### src/logic/lbl_pkg.sv
// Package: constants for the long branch-if-lower execution unit
package lbl_pkg;

    // ------------------------------------------------------------
    // Encoding
    // ------------------------------------------------------------
    localparam logic [7:0]  PREFIX_PAGE      = 8'h18;
    localparam logic [7:0]  OPCODE_LOWER     = 8'h25;
    localparam logic [15:0] PC_STEP          = 16'h0004;

    // ------------------------------------------------------------
    // Timing: queue refill cycles
    // ------------------------------------------------------------
    localparam int          TAKEN_CYCLES     = 4;
    localparam int          NOTTAKEN_CYCLES  = 3;
    localparam logic [2:0]  TAKEN_CNT        = 3'(TAKEN_CYCLES);
    localparam logic [2:0]  NOTTAKEN_CNT     = 3'(NOTTAKEN_CYCLES);

    // ------------------------------------------------------------
    // Condition code register carry bit position, CCR and PC reset values
    // ------------------------------------------------------------
    localparam int          CCR_C_BIT        = 0;
    localparam logic [7:0]  CCR_RESET        = 8'hD0;
    localparam logic [15:0] PC_RESET         = 16'h0000;

    // ------------------------------------------------------------
    // Fetch sequencer states
    // ------------------------------------------------------------
    typedef enum logic [4:0] {
        ST_PREFIX = 5'b00001,
        ST_OPCODE = 5'b00010,
        ST_OFFHI  = 5'b00100,
        ST_OFFLO  = 5'b01000,
        ST_REFILL = 5'b10000
    } fetch_state_t;

endpackage

### src/logic/branch_target_calc.sv
// Leaf: branch target and carry test
`timescale 1ns/100ps
`default_nettype none
module branch_target_calc
    import lbl_pkg::*;
(
    // Operands
    input  wire logic [15:0] pcIn,
    input  wire logic [15:0] offset,
    input  wire logic [7:0]  ccrIn,
    // Results
    output logic      [15:0] target,
    output logic             takeBranch
);
    // ------------------------------------------------------------
    // Target and condition
    // ------------------------------------------------------------
    // Offset is already 16 bits; the add wraps modulo 64K like the core
    assign target     = 16'(pcIn + PC_STEP + offset);
    // Carry set means unsigned lower after compare or subtract
    assign takeBranch = ccrIn[CCR_C_BIT];
endmodule // branch_target_calc
`default_nettype wire

### src/logic/long_branch_if_lower_unit.sv
// Top: decode and execute of the long branch-if-lower instruction
`timescale 1ns/100ps
`default_nettype none
// Summary of operation
// - Carry set loads PC plus four plus offset
// - Taken means accumulator below memory, unsigned
// - Register below memory after compare or subtract
// - Second accumulator below first after accumulator ops
// - Four refill cycles taken, three not taken
// - Prefix page then opcode then two offset bytes
module long_branch_if_lower_unit
    import lbl_pkg::*;
(
    // Clock and reset
    input  wire logic        core_clk,
    input  wire logic        srst,
    // Instruction queue
    input  wire logic        queueValid,
    input  wire logic [7:0]  queueByte,
    output logic             queueTake,
    // Core state in
    input  wire logic [15:0] pcCurrent,
    input  wire logic [7:0]  ccrCurrent,
    // Core state out
    output logic [15:0]      pcOut,
    output logic             pcLoad,
    output logic [7:0]       ccrOut,
    output logic             busy,
    output logic             done,
    output logic             branchTaken
);
    // ------------------------------------------------------------
    // State
    // ------------------------------------------------------------
    fetch_state_t state_r, state_nxt;
    logic [15:0]  pcHold_r, pcHold_nxt;
    logic [7:0]   offHi_r, offHi_nxt;
    logic [7:0]   ccr_r, ccr_nxt;
    logic [2:0]   cnt_r, cnt_nxt;
    logic         taken_r, taken_nxt;
    logic [15:0]  pcOut_r, pcOut_nxt;
    logic         pcLoad_r, pcLoad_nxt;
    logic         done_r, done_nxt;
    logic         take_r, take_nxt;
    logic         busy_r, busy_nxt;
    logic [15:0]  target;
    logic         takeBranch;

    // ------------------------------------------------------------
    // Helpers
    // ------------------------------------------------------------
    // Fall-through address when the carry is clear
    function automatic logic [15:0] seqPc(input logic [15:0] pc);
        return 16'(pc + PC_STEP);
    endfunction

    // Cycles left after the last offset byte; the final one
    // is the cycle in which pcLoad rises
    function automatic logic [2:0] refillCount(input logic taken);
        return taken ? 3'(TAKEN_CNT - 3'h1) : 3'(NOTTAKEN_CNT - 3'h1);
    endfunction

    // Shared by the sequencer and the result strobes
    function automatic logic lastRefill(input logic [2:0] cnt);
        return cnt == 3'h1;
    endfunction

    branch_target_calc u_calc (
        .pcIn       (pcHold_r),
        .offset     ({offHi_r, queueByte}),
        .ccrIn      (ccr_r),
        .target     (target),
        .takeBranch (takeBranch)
    );

    // ------------------------------------------------------------
    // Next state
    // ------------------------------------------------------------
    always_comb
    begin
        state_nxt  = state_r;
        pcHold_nxt = pcHold_r;
        offHi_nxt  = offHi_r;
        ccr_nxt    = ccr_r;
        cnt_nxt    = cnt_r;
        take_nxt   = 1'b0;
        unique case (state_r)
            ST_PREFIX:
            begin
                if (queueValid)
                begin
                    // Other opcodes are taken from the queue too but leave the state in ST_PREFIX
                    if (queueByte == PREFIX_PAGE)
                    begin
                        state_nxt  = ST_OPCODE;
                        pcHold_nxt = pcCurrent;
                        ccr_nxt    = ccrCurrent;
                    end
                    take_nxt = 1'b1;
                end
            end
            ST_OPCODE:
            begin
                if (queueValid)
                begin
                    take_nxt  = 1'b1;
                    // Same code for the carry-set alias
                    state_nxt = (queueByte == OPCODE_LOWER) ? ST_OFFHI : ST_PREFIX;
                end
            end
            ST_OFFHI:
            begin
                if (queueValid)
                begin
                    take_nxt  = 1'b1;
                    offHi_nxt = queueByte;
                    state_nxt = ST_OFFLO;
                end
            end
            ST_OFFLO:
            begin
                if (queueValid)
                begin
                    take_nxt  = 1'b1;
                    cnt_nxt   = refillCount(takeBranch);
                    state_nxt = ST_REFILL;
                end
            end
            ST_REFILL:
            begin
                // Queue is refilled during these cycles, nothing fetched
                if (lastRefill(cnt_r))
                begin
                    state_nxt  = ST_PREFIX;
                end
                cnt_nxt = 3'(cnt_r - 3'h1);
            end
        endcase
    end

    always_ff @(posedge core_clk)
    begin
        if (srst)
        begin
            state_r  <= ST_PREFIX;
            pcHold_r <= PC_RESET;
            offHi_r  <= 8'h00;
            ccr_r    <= CCR_RESET;
            cnt_r    <= 3'h0;
            take_r   <= 1'b0;
        end
        else
        begin
            state_r  <= state_nxt;
            pcHold_r <= pcHold_nxt;
            offHi_r  <= offHi_nxt;
            ccr_r    <= ccr_nxt;
            cnt_r    <= cnt_nxt;
            take_r   <= take_nxt;
        end
    end

    // ------------------------------------------------------------
    // Results
    // ------------------------------------------------------------
    // Latched as the last offset byte lands, so pcOut is steady
    // through the refill and the core may sample it early
    always_comb
    begin
        taken_nxt  = taken_r;
        pcOut_nxt  = pcOut_r;
        pcLoad_nxt = 1'b0;
        done_nxt   = 1'b0;
        // Registered from the next state so busy rises with the edge
        // that takes the prefix and falls with the one ending refill
        busy_nxt   = (state_nxt != ST_PREFIX);
        if (state_r == ST_OFFLO && queueValid)
        begin
            taken_nxt = takeBranch;
            pcOut_nxt = takeBranch ? target : seqPc(pcHold_r);
        end
        if (state_r == ST_REFILL && lastRefill(cnt_r))
        begin
            pcLoad_nxt = 1'b1;
            done_nxt   = 1'b1;
        end
    end

    always_ff @(posedge core_clk)
    begin
        if (srst)
        begin
            taken_r  <= 1'b0;
            pcOut_r  <= PC_RESET;
            pcLoad_r <= 1'b0;
            done_r   <= 1'b0;
            busy_r   <= 1'b0;
        end
        else
        begin
            taken_r  <= taken_nxt;
            pcOut_r  <= pcOut_nxt;
            pcLoad_r <= pcLoad_nxt;
            done_r   <= done_nxt;
            busy_r   <= busy_nxt;
        end
    end

    // ------------------------------------------------------------
    // Outputs
    // ------------------------------------------------------------
    // Flags are passed back as captured: the branch writes none of them
    assign ccrOut      = ccr_r;
    assign pcOut       = pcOut_r;
    assign pcLoad      = pcLoad_r;
    assign done        = done_r;
    assign branchTaken = taken_r;
    assign queueTake   = take_r;
    assign busy        = busy_r;
endmodule // long_branch_if_lower_unit
`default_nettype wire

### config.mk
export PLATFORM = sky130hd
export DESIGN_NAME = long_branch_if_lower_unit
export DESIGN_NICKNAME = d
export VERILOG_FILES = /design/src/logic/lbl_pkg.sv /design/src/logic/branch_target_calc.sv /design/src/logic/long_branch_if_lower_unit.sv
export SDC_FILE = /design/constraint.sdc
export NUM_CORES = 1
export LEC_CHECK = 0
export ABC_AREA = 1
export BUFFER_PORTS_ARGS = -buffer_cell sky130_fd_sc_hd__buf_4
export CAP_MARGIN = 5
export CORE_MARGIN = 2
export CORE_UTILIZATION = 55
export CTS_CLUSTER_DIAMETER = 200
export DETAILED_ROUTE_END_ITERATION = 8
export GPL_TIMING_DRIVEN = 0
export PLACE_DENSITY = 0.89
export SLEW_MARGIN = 40
export SYNTH_ARGS = -nofsm -noshare
export SYNTH_HDL_FRONTEND = slang
export SYNTH_SLANG_ARGS = --single-unit
### constraint.sdc
create_clock -name core_clk -period 2.6 [get_ports core_clk]
set_input_delay 0.52 -clock core_clk [delete_from_list [all_inputs] [get_ports core_clk]]
set_output_delay 0.52 -clock core_clk [all_outputs]
set_load 0.05 [all_outputs]
; Word level (Yosys, flattened, before mapping)
; Cells that the tools add are included.
; W data, S select, Z words.
[classes]
add_sub_neg = 3
eq_ne = 10
n_mux = 14
bitwise_logic = 1
n_reduce_logical = 8
[ops]
columns = operator, n
row1 = $mux W5, 6
row2 = $pmux W5 S5, 1
row3 = $add A16 B16 Y16, 1
row4 = $add A16 B3 Y16 const B, 1
row5 = $mux W16, 1
row6 = $eq A8 B5 Y1 const B, 1
row7 = $eq A8 B6 Y1 const B, 1
row8 = $mux W3, 2
row9 = $pmux W3 S2, 1
row10 = $eq A5 B1 Y1 const B, 1
row11 = $eq A5 B2 Y1 const B, 1
row12 = $eq A5 B3 Y1 const B, 1
row13 = $eq A5 B4 Y1 const B, 1
row14 = $eq A5 B5 Y1 const B, 1
row15 = $ne A5 B1 Y1 const B, 1
row16 = $reduce_and A2 Y1, 2
row17 = $reduce_or A4 Y1, 1
row18 = $eq A3 B1 Y1 const B, 1
row19 = $mux W1, 3
row20 = $reduce_and A3 Y1, 1
row21 = $sub A3 B1 Y3 const B, 1
row22 = $logic_and A1 B1 Y1, 2
row23 = $ne A2 B2 Y1 const B, 1
row24 = $reduce_bool A2 Y1, 1
row25 = other kinds (2), 2
[totals]
reg_bits = 60
input_bits = 35
output_inout_bits = 29
word_cells = 46

; Logic depth before layout (Yosys ltp)
; Gate-level depths: netlist of run 1.
[logic_depth]
ltp_word = 5
depth_mapped = 20
depth_no_buf = 20

; Hierarchy
; Synthesis of run 1 repeated with hierarchy kept, for this count alone.
[hier_totals]
cells_unflattened = 565
area_unflattened_um2 = 3942.5
[modules_own_cells]
columns = mod, n_inst, cells_per_inst, area_each_um2
row1 = long_branch_if_lower_unit, 1, 389, 2895.3
row2 = branch_target_calc, 1, 176, 1047.3

; Worst setup path after synthesis of run 1
; OpenSTA, ideal clock, no wires.
[synth_path]
kind = reg2reg
from = register pcHold_r[2]
to = register pcOut_r[15], in the netlist pcOut[15]
setup_time_ns = 0.109
arrival_ns = 2.151
setup_slack_ns = 0.340
path_stages_with_launch = 18
n_path_buf = 0
period_less_slack_ns = 2.260
path_cell_list = dfxtp_1 > ha_1 > inv_1 > nor2_1 > nand2_1 > xor2_1 > inv_1 > ha_1 > a21oi_1 > nand2_1 > a21oi_1 > nand2_1 > nand2_1 > nand3_1 > nand2_1 > nand3_1 > nand2_1 > inv_1
[synth_via]
elab_chain_len = 3
[synth_lines]
columns = element, line_no
row1 = "start, declared", long_branch_if_lower_unit.sv:36  ; logic [15:0] pcHold_r, pcHold_nxt;
row2 = "start signal, assigned", long_branch_if_lower_unit.sv:155  ; pcHold_r <= pcHold_nxt;
row3 = $add A16 B3 Y16 *, "branch_target_calc.sv:19, long_branch_if_lower_unit.sv:54"
row4 = $add A16 B16 Y16, branch_target_calc.sv:19  ; assign target = 16'(pcIn + PC_STEP + offset);
row5 = $mux W16 *, long_branch_if_lower_unit.sv:180  ; pcOut_nxt = takeBranch ? target : seqPc(pcHold_r);
row6 = "end signal, assigned", long_branch_if_lower_unit.sv:202  ; pcOut_r <= pcOut_nxt;
row7 = "end, declared", long_branch_if_lower_unit.sv:41  ; logic [15:0] pcOut_r, pcOut_nxt;
; Mark *: on every way between the ends. The rest lies on a longest branch, timed or not.
; A chain may end at the register's enable or synchronous reset.

; Worst setup path in the final report of run 1
[layout_path]
from = register pcHold_r[3]
to = register pcOut_r[14], in the netlist pcOut[14]
; The elaborated chain is that of the path after synthesis.

==> impl_metrics.sql, run 1 <==
INSERT INTO impl_metrics (metric_group, metric, value, unit) VALUES
('critical_path', 'worst_r2r_endpoint', 'pcOut[14]', ''),
('yosys', 'synthesis.yosys.warnings', '0', ''),
('critical_path', 'crit_path_dat', '2650', 'ps'),
('route', 'drt-initial-drc-count', '215', ''),
('timing', 'maxSlewHeadroom', '63.6', '%'),
('critical_path', 'critPathMaxStageDelay', '370', 'ps'),
('floorplanning', 'die-width', '85.7', 'microns'),
('route', 'drt-total-wl', '10.5', 'mm'),
('power', 'leakagePower', '2.18', 'nW'),
('timing', 'final-max-slew-violation-count', '0', ''),
('outcome', 'status', 'complete, no violations', ''),
('global_routing', 'pin_count_of_the_biggest_net_entering_global_routing', '11', ''),
('clock_network', 'clkSlewWorstSetupHoldPaths', '70', 'ps'),
('timing', 'fin_crit', '2440', 'ps'),
('timing', 'timing_worst_slew_pin_value', '547', 'ps'),
('final_layout', 'area_growth_syn_to_layout', '25.8', '%'),
('yosys', 'post_synth_instance_area', '0.00367', 'sq mm'),
('yosys', 'asyncSetResetFlopFracSynth', '0', '%'),
('timing', 'fmaxAchievable', '0.409', 'GHz'),
('floorplanning', 'number_of_top_level_pins', '64', ''),
('floorplanning', 'core_region_area', '0.00639', 'sq mm'),
('final_layout', 'layout.cell_area.non_filler', '0.00462', 'sq mm'),
('timing', 'setup_total_negative_slack', '0', 'ps'),
('yosys', 'syn_area_per_cell', '6.70', 'sq um'),
('job', 'drv_cap', '0', ''),
('final_layout', 'final-instance-count-excl-fill', '706', ''),
('critical_path', 'reg2reg_setup_slack', '160', 'ps'),
('timing', 'fin_crit_sh', '93.9', '%'),
('hold_path', 'holdPathEnd', 'ccrOut[4]', ''),
('critical_path', 'worstPathCellList', 'nand3_2 -> nor3_4 -> nand2_2 -> o21ai_2 -> nand2_1 -> ha_1 -> a21oi_1 -> o21ai_0 -> a21oi_1 -> nand2_1 -> nand2_1 -> nand3_1 -> nand2_1 -> a21oi_1', ''),
('yosys', 'synth.ff_latch_count', '60', ''),
('place', 'dp.cells', '688', ''),
('critical_path', 'timing.critical_path.fanout_max', '4', ''),
('global_routing', 'grt_overflow', '0', ''),
('timing', 'fin_worst_skew', '12.5', 'ps'),
('power', 'pwr_density_cell', '416', 'mW/mm^2'),
('place', 'detailedPlacementHpwl', '8.01', 'mm'),
('hold_path', 'worstHoldPathCells', '3', ''),
('route', 'post-route-drc-count', '0', ''),
('hold_path', 'hold_crit_class', 'in2reg', ''),
('critical_path', 'critical_path.n_buffers_inverters', '0', ''),
('global_routing', 'first_global_vias', '3662', ''),
('place', 'numPortBuffers', '63', ''),
('clock_network', 'clock_sink_count', '60', ''),
('final_layout', 'fillers', '525', ''),
('route', 'routed-via-count', '3885', ''),
('critical_path', 'type_of_the_setup_path_with_the_least_slack', 'reg2reg', ''),
('route', 'antenna_left', '0', ''),
('power', 'ir_drop', '0.297', 'mV'),
('clock_network', 'clock-root-buffer', 'clkbuf_8', ''),
('clock_network', 'clock_tree.buffer_depth', '2', ''),
('final_layout', 'register_area', '0.00121', 'sq mm'),
('route', 'number_of_detailed_routing_iterations_run_before_antenna_repair', '5', ''),
('global_routing', 'globalRouteTotalUtil', '28.8', '%'),
('power', 'power.net_switching', '0.451', 'mW'),
('floorplanning', 'die_height', '85.7', 'microns'),
('place', 'gp_congestion', '0.927', ''),
('power', 'intPower', '1.47', 'mW'),
('power', 'combinational_cell_fraction_of_total_power', '6.7', '%'),
('route', 'post_drt_via_cell_ratio', '5.50', ''),
('critical_path', 'critical-path-top-delay-family', 'simple AND/OR/NAND/NOR gates', ''),
('floorplanning', 'die-area', '0.00734', 'sq mm'),
('yosys', 'synth.distinct_cells', '37', ''),
('floorplanning', 'start_util', '57.5', '%'),
('critical_path', 'r2r-start', 'pcHold_r[3]', ''),
('power', 'share_clk_of_total_power', '45.3', '%'),
('final_layout', 'final_util', '72.3', '%'),
('final_layout', 'finish.net_count', '682', ''),
('critical_path', 'cp.required', '2810', 'ps'),
('final_layout', 'layout_cell_share_with_drive_strength_beyond_1', '21.3', '%'),
('clock_network', 'cts_inserted_buffers', '9', '');
[cell usage after synthesis (2+ instances only)]
cell type | number | area share (%)
nand2_1 | 120 | 12
inv_1 | 75 | 7.7
dfxtp_1 | 60 | 33
a21oi_1 | 52 | 7.1
nor2_1 | 50 | 5.1
o21ai_0 | 45 | 6.1
nand3_1 | 39 | 5.3
ha_1 | 22 | 7.5
xor2_1 | 11 | 2.6
o21ai_1 | 9 | 1.2
clkbuf_1 | 8 | 0.82
nor3_1 | 8 | 1.1
buf_2 | 6 | 0.82
nand4_1 | 6 | 1.0
xnor2_1 | 4 | 0.95
buf_4 | 3 | 0.61
inv_2 | 3 | 0.31
o21bai_1 | 3 | 0.61
a21o_1 | 2 | 0.41
and2_1 | 2 | 0.34
nand3b_1 | 2 | 0.41
nor3_2 | 2 | 0.55
o21a_1 | 2 | 0.41
[power by group through the flow]
stage                     combinational [mW]  sequential, mW  clock, mW
after floorplan                       0.0560           0.946          0
after global placement                 0.122           0.943          0
after detailed placement               0.124           0.943          0
after CTS                              0.125           0.922      0.881
after global routing                   0.140           0.921      0.921
final                                  0.129           0.922      0.871
[routing by layer]
metal  vias up  track usage, %  share of wire [%]
met1      1788            35.2                 41
met3        34            4.33                6.0
met5         -               0                  0
met2       137            50.1                 49
met4         0            12.8                3.4
li1       1926               -                  -
[registers in the layout, summed over array words and instances (netlist names)]
register	flops
state_r	5
queueTake	1
branchTaken	1
offHi_r	8
pcHold_r	16
pcOut	16
done	1
cnt_r	3
ccrOut	8
busy	1
[worst max path at each step]
stage,startpoint,to,slack (ps),cells past startpoint
5_1_grt,pcHold_r[4],pcOut[14],-50,14
3_3_place_gp,pcHold_r[3],pcOut[15],-100,17
2_1_floorplan,pcHold_r[2],pcOut[15],340,17
6_report,pcHold_r[3],pcOut[14],160,14
3_5_place_dp,pcHold_r[3],pcOut[15],-110,17
4_1_cts,pcHold_r[2],pcOut[15],9,19
[tightest hold or removal path: cells and delay by family]
family | cells | cell delay (ps)
buffers and inverters | 1 | 70
and+or+nand+nor | 2 | 90
[cell families (layout without fill, tap and decap cells)]
family | after synthesis | in the layout | synth area share [%]
and+or+nand+nor | 236 | 236 | 28.3
AOI/OAI and AO/OA | 117 | 117 | 16.7
buffers and inverters | 97 | 178 | 10.6
DFF | 60 | 60 | 32.7
adders and majority gates | 23 | 23 | 8.04
xor gates and xnor gates | 15 | 15 | 3.58
[stage by stage]
| stage | power (mW) | setup slack (ps) |
|---|---|---|
| global placement | 1.06 | -96.4 |
| floorplan | 1.00 | 340 |
| detailed placement | 1.07 | -114 |
| finish | 1.92 | 158 |
| CTS | 1.93 | 9.02 |
| global route | 1.98 | -55.0 |
[what timing repair did]
| item | CTS | global route |
|---|---|---|
| resized for setup | 6 | 31 |
| setup endpoints to repair | 2 | 5 |
| buffers inserted | 0 | 2 |
| pin swaps | 0 | 5 |
| hold buffers | 0 | 0 |
[layout make-up]
type / instances / area share, %
Multi-Input combinational cell: 391 / 48.3
Sequential cell: 60 / 26.2
Timing Repair Buffer: 65 / 10.6
Inverter: 79 / 6.42
Clock buffer: 12 / 3.36
Tap cell: 77 / 2.09
Buffer: 18 / 2.03
Clock inverter: 4 / 1.03
[placed cells by master, fill, tap and decap left out, types with 4 or more instances in the layout]
cell type,Yosys,routed
nor3_1,8,6
inv_2,3,4
nand4_1,6,6
xor2_1,11,8
buf_4,3,68
dfxtp_1,60,54
clkbuf_1,8,9
inv_1,75,74
clkbuf_8,0,11
nor2_1,50,47
o21ai_0,45,44
nand2_1,120,116
dfxtp_2,0,6
o21ai_1,9,9
buf_2,6,6
ha_4,0,5
a21oi_2,0,4
nand3_1,39,39
nand2_2,1,5
ha_1,22,15
xnor2_1,4,4
a21oi_1,52,48
(Power assumes the default switching activity.)
==> run 2: changes to the inputs <==
--- a/config.mk
+++ b/config.mk
@@ -9,11 +9,11 @@
 export BUFFER_PORTS_ARGS = -buffer_cell sky130_fd_sc_hd__buf_4
 export CAP_MARGIN = 5
 export CORE_MARGIN = 2
-export CORE_UTILIZATION = 55
+export CORE_UTILIZATION = 40
 export CTS_CLUSTER_DIAMETER = 200
 export DETAILED_ROUTE_END_ITERATION = 8
 export GPL_TIMING_DRIVEN = 0
-export PLACE_DENSITY = 0.89
+export PLACE_DENSITY = 0.7
 export SLEW_MARGIN = 40
 export SYNTH_ARGS = -nofsm -noshare
 export SYNTH_HDL_FRONTEND = slang
==> run 2 against run 1 <==
Flip-flop and latch count unchanged. Fmax increased by 1.8%. Global-route usage decreased by 7.3 points. Non-clock buffer count increased by 3. Sequential power about the same. Via count decreased by 4.2%. Power increased by 4.3%.
==> impl_metrics.sql, run 2 (synthesis gave the netlist of run 1 again) <==
INSERT INTO impl_metrics (metric_group, metric, value, unit) VALUES
('outcome', 'status', 'complete, no violations', ''),
('global_routing', 'pin_count_of_the_biggest_net_entering_global_routing', '12', ''),
('critical_path', 'critical-path-top-delay-family', 'simple AND/OR/NAND/NOR gates', ''),
('global_routing', 'grt_first_pass_wirelength', '17.1', 'mm'),
('critical_path', 'type_of_the_setup_path_with_the_least_slack', 'reg2reg', ''),
('floorplanning', 'start_util', '41.7', '%'),
('route', 'routedWlPerCell', '13.9', 'microns'),
('clock_network', 'cts_inserted_buffers', '9', ''),
('final_layout', 'finish.net_count', '685', ''),
('route', 'post-route-drc-count', '0', ''),
('clock_network', 'htreeDepth', '3', ''),
('power', 'seqPwrFrac', '45.8', '%'),
('global_routing', 'grt_overflow', '0', ''),
('critical_path', 'worstPathCellList', 'inv_1 -> nor3_2 -> nand2_2 -> clkinv_1 -> nand4_1 -> nand2_2 -> ha_4 -> nand2_2 -> inv_1 -> nand2_1 -> nand2_1 -> a21oi_2 -> nand2_1 -> nand2_1 -> nand3_1 -> nand2_1 -> nand3_1 -> nand2_1 -> inv_1', ''),
('final_layout', 'layout_cell_share_with_drive_strength_beyond_1', '24.5', '%'),
('power', 'power.total', '2.01', 'mW'),
('critical_path', 'timing.critical_path.mode_cell', 'nand2_1', ''),
('final_layout', 'mostFrequentLayoutCells', '110 x nand2_1, 72 x inv_1, 71 x buf_4', ''),
('timing', 'hold_violations', '0', ''),
('clock_network', 'clock_insertion_delay_worst_skew', '350', 'ps'),
('global_routing', 'antenna_found_initial', '0', ''),
('critical_path', 'critPathMaxStageDelay', '390', 'ps'),
('critical_path', 'launching_element_of_the_worst_setup_path', 'pcHold_r[10]', ''),
('critical_path', 'r2r-start', 'pcHold_r[10]', ''),
('power', 'pwr_density_cell', '417', 'mW/mm^2'),
('clock_network', 'clock-root-buffer', 'clkbuf_8', ''),
('floorplanning', 'die-area', '0.00996', 'sq mm'),
('critical_path', 'endpoint_kind', 'flop', ''),
('timing', 'fin_worst_skew', '7.47', 'ps'),
('timing', 'final-max-slew-violation-count', '0', ''),
('timing', 'maxSlewHeadroom', '62.6', '%'),
('route', 'routed-via-count', '3723', ''),
('clock_network', 'post_cts_hold_buffer_count', '0', ''),
('final_layout', 'antenna_cells_inserted', '0', ''),
('power', 'swShare', '23.2', '%'),
('floorplanning', 'number_of_top_level_pins', '64', ''),
('hold_path', 'hold_crit_class', 'in2reg', ''),
('clock_network', 'cts_tree', 'built', ''),
('job', 'drv_cap', '0', ''),
('place', 'detailedPlacementHpwl', '8.06', 'mm'),
('route', 'number_of_detailed_routing_iterations_run_before_antenna_repair', '5', ''),
('clock_network', 'clock_tree.buffer_depth', '2', ''),
('place', 'gp_congestion', '0.906', ''),
('power', 'share_clk_of_total_power', '47.8', '%'),
('route', 'post_drt_via_cell_ratio', '5.03', ''),
('timing', 'fin_crit', '2400', 'ps'),
('power', 'intPower', '1.54', 'mW'),
('floorplanning', 'die_height', '99.8', 'microns'),
('critical_path', 'cp.required', '2850', 'ps'),
('global_routing', 'globalRouteTotalUtil', '21.6', '%'),
('power', 'leakagePower', '2.19', 'nW'),
('power', 'ir_drop', '0.276', 'mV'),
('critical_path', 'critical_path.startpoint_type', 'flop', ''),
('global_routing', 'first_global_vias', '3690', ''),
('final_layout', 'final_util', '54.6', '%'),
('power', 'power.net_switching', '0.465', 'mW'),
('hold_path', 'holdCritStartpoint', 'ccrCurrent[6]', ''),
('clock_network', 'clkSlewWorstSetupHoldPaths', '80', 'ps'),
('route', 'antenna_left', '0', ''),
('floorplanning', 'die-width', '99.8', 'microns'),
('timing', 'timing.final.setup_violations', '0', ''),
('place', 'numPortBuffers', '63', ''),
('critical_path', 'timing.critical_path.fanout_max', '4', ''),
('critical_path', 'critical_path.n_buffers_inverters', '4', ''),
('clock_network', 'clock_sink_count', '60', ''),
('route', 'drt-initial-drc-count', '213', ''),
('critical_path', 'critical_path.slowest_cell', 'dfxtp_1', ''),
('floorplanning', 'num_rows', '34', ''),
('final_layout', 'area_growth_syn_to_layout', '30.9', '%'),
('route', 'drt-total-wl', '10.3', 'mm'),
('timing', 'fin_crit_sh', '92.2', '%'),
('timing', 'fmaxAchievable', '0.417', 'GHz'),
('timing', 'timing_worst_slew_pin_value', '562', 'ps'),
('power', 'combinational_cell_fraction_of_total_power', '6.4', '%'),
('critical_path', 'crit_path_dat', '2640', 'ps'),
('floorplanning', 'core_region_area', '0.00881', 'sq mm'),
('final_layout', 'layout.cells.most_common', 'nand2_1', '');
==> run 2: changes by cell type in the layout (fill, tap and decap cells not counted), sizes merged <==
cell	before	now
buf	75	78
clkbuf	20	18
clkinvlp	1	3
bufinv	1	2
clkinv	3	2
==> run 2: layer usage <==
metal | track usage (%) | vias to the layer above | wire length (microns)
met4 | 7.38 | 0 | 306
li1 | - | 1927 | -
met2 | 36.3 | 80 | 4880
met1 | 27.7 | 1693 | 4650
met3 | 4.18 | 23 | 460
met5 | 0 | - | 0
==> run 2: worst paths after layout <==
kind	endpoint	slack, ps	cells past startpoint
max	pcOut[15]	200	19
min	ccrOut[6]	370	3
max reg2reg	pcOut[15]	200	19
min reg2reg	pcOut[8]	470	2
==> run 2: cell type report <==
type,instances,area (sq um)
Fill cell,866,4000
Multi-Input combinational cell,391,2330
Sequential cell,60,1220
Timing Repair Buffer,68,510
Inverter,79,297
Clock buffer,10,138
Tap cell,108,135
Buffer,18,93.8
Clock inverter,6,87.6
==> run 2: worst reg2reg max path, cell delays in order, from the launching register on <==
cell and delay [ps]:
dfxtp_1 390, inv_1 120, nor3_2 250, nand2_2 130, clkinv_1 70, nand4_1 130
nand2_2 150, ha_4 220, nand2_2 90, inv_1 40, nand2_1 50, nand2_1 60
a21oi_2 170, nand2_1 80, nand2_1 80, nand3_1 60, nand2_1 70, nand3_1 60
nand2_1 60, inv_1 30
==> run 2: stage by stage <==
stage | cells | hold slack, ps | cell area, sq um | TNS, ps | worst slack (ps)
floorplan | 548 | 428 | 3670 | 0 | 340
global route | 740 | 392 | 4800 | -51.8 | -27.5
global placement | 719 | 454 | 4280 | -94.7 | -94.7
CTS | 735 | 359 | 4520 | 0 | 18.4
finish | 740 | 373 | 4800 | 0 | 202
detailed placement | 719 | 452 | 4280 | -131 | -115
==> run 2: power groups by stage <==
stage          clock (mW)  combinational [mW]  sequential [mW]
3_3_place_gp            0               0.124            0.943
6_report            0.958               0.129            0.919
3_5_place_dp            0               0.125            0.943
4_1_cts             0.980               0.125            0.921
5_1_grt              1.02               0.143            0.918
2_1_floorplan           0              0.0560            0.946
==> run 2: repair_timing <==
action / in CTS / in global routing
hold endpoints to repair: 0 / 0
setup buffers: 0 / 5
setup endpoints to repair: 2 / 7
gates cloned: 0 / 0
pin swaps: 0 / 8
resized for setup: 5 / 55
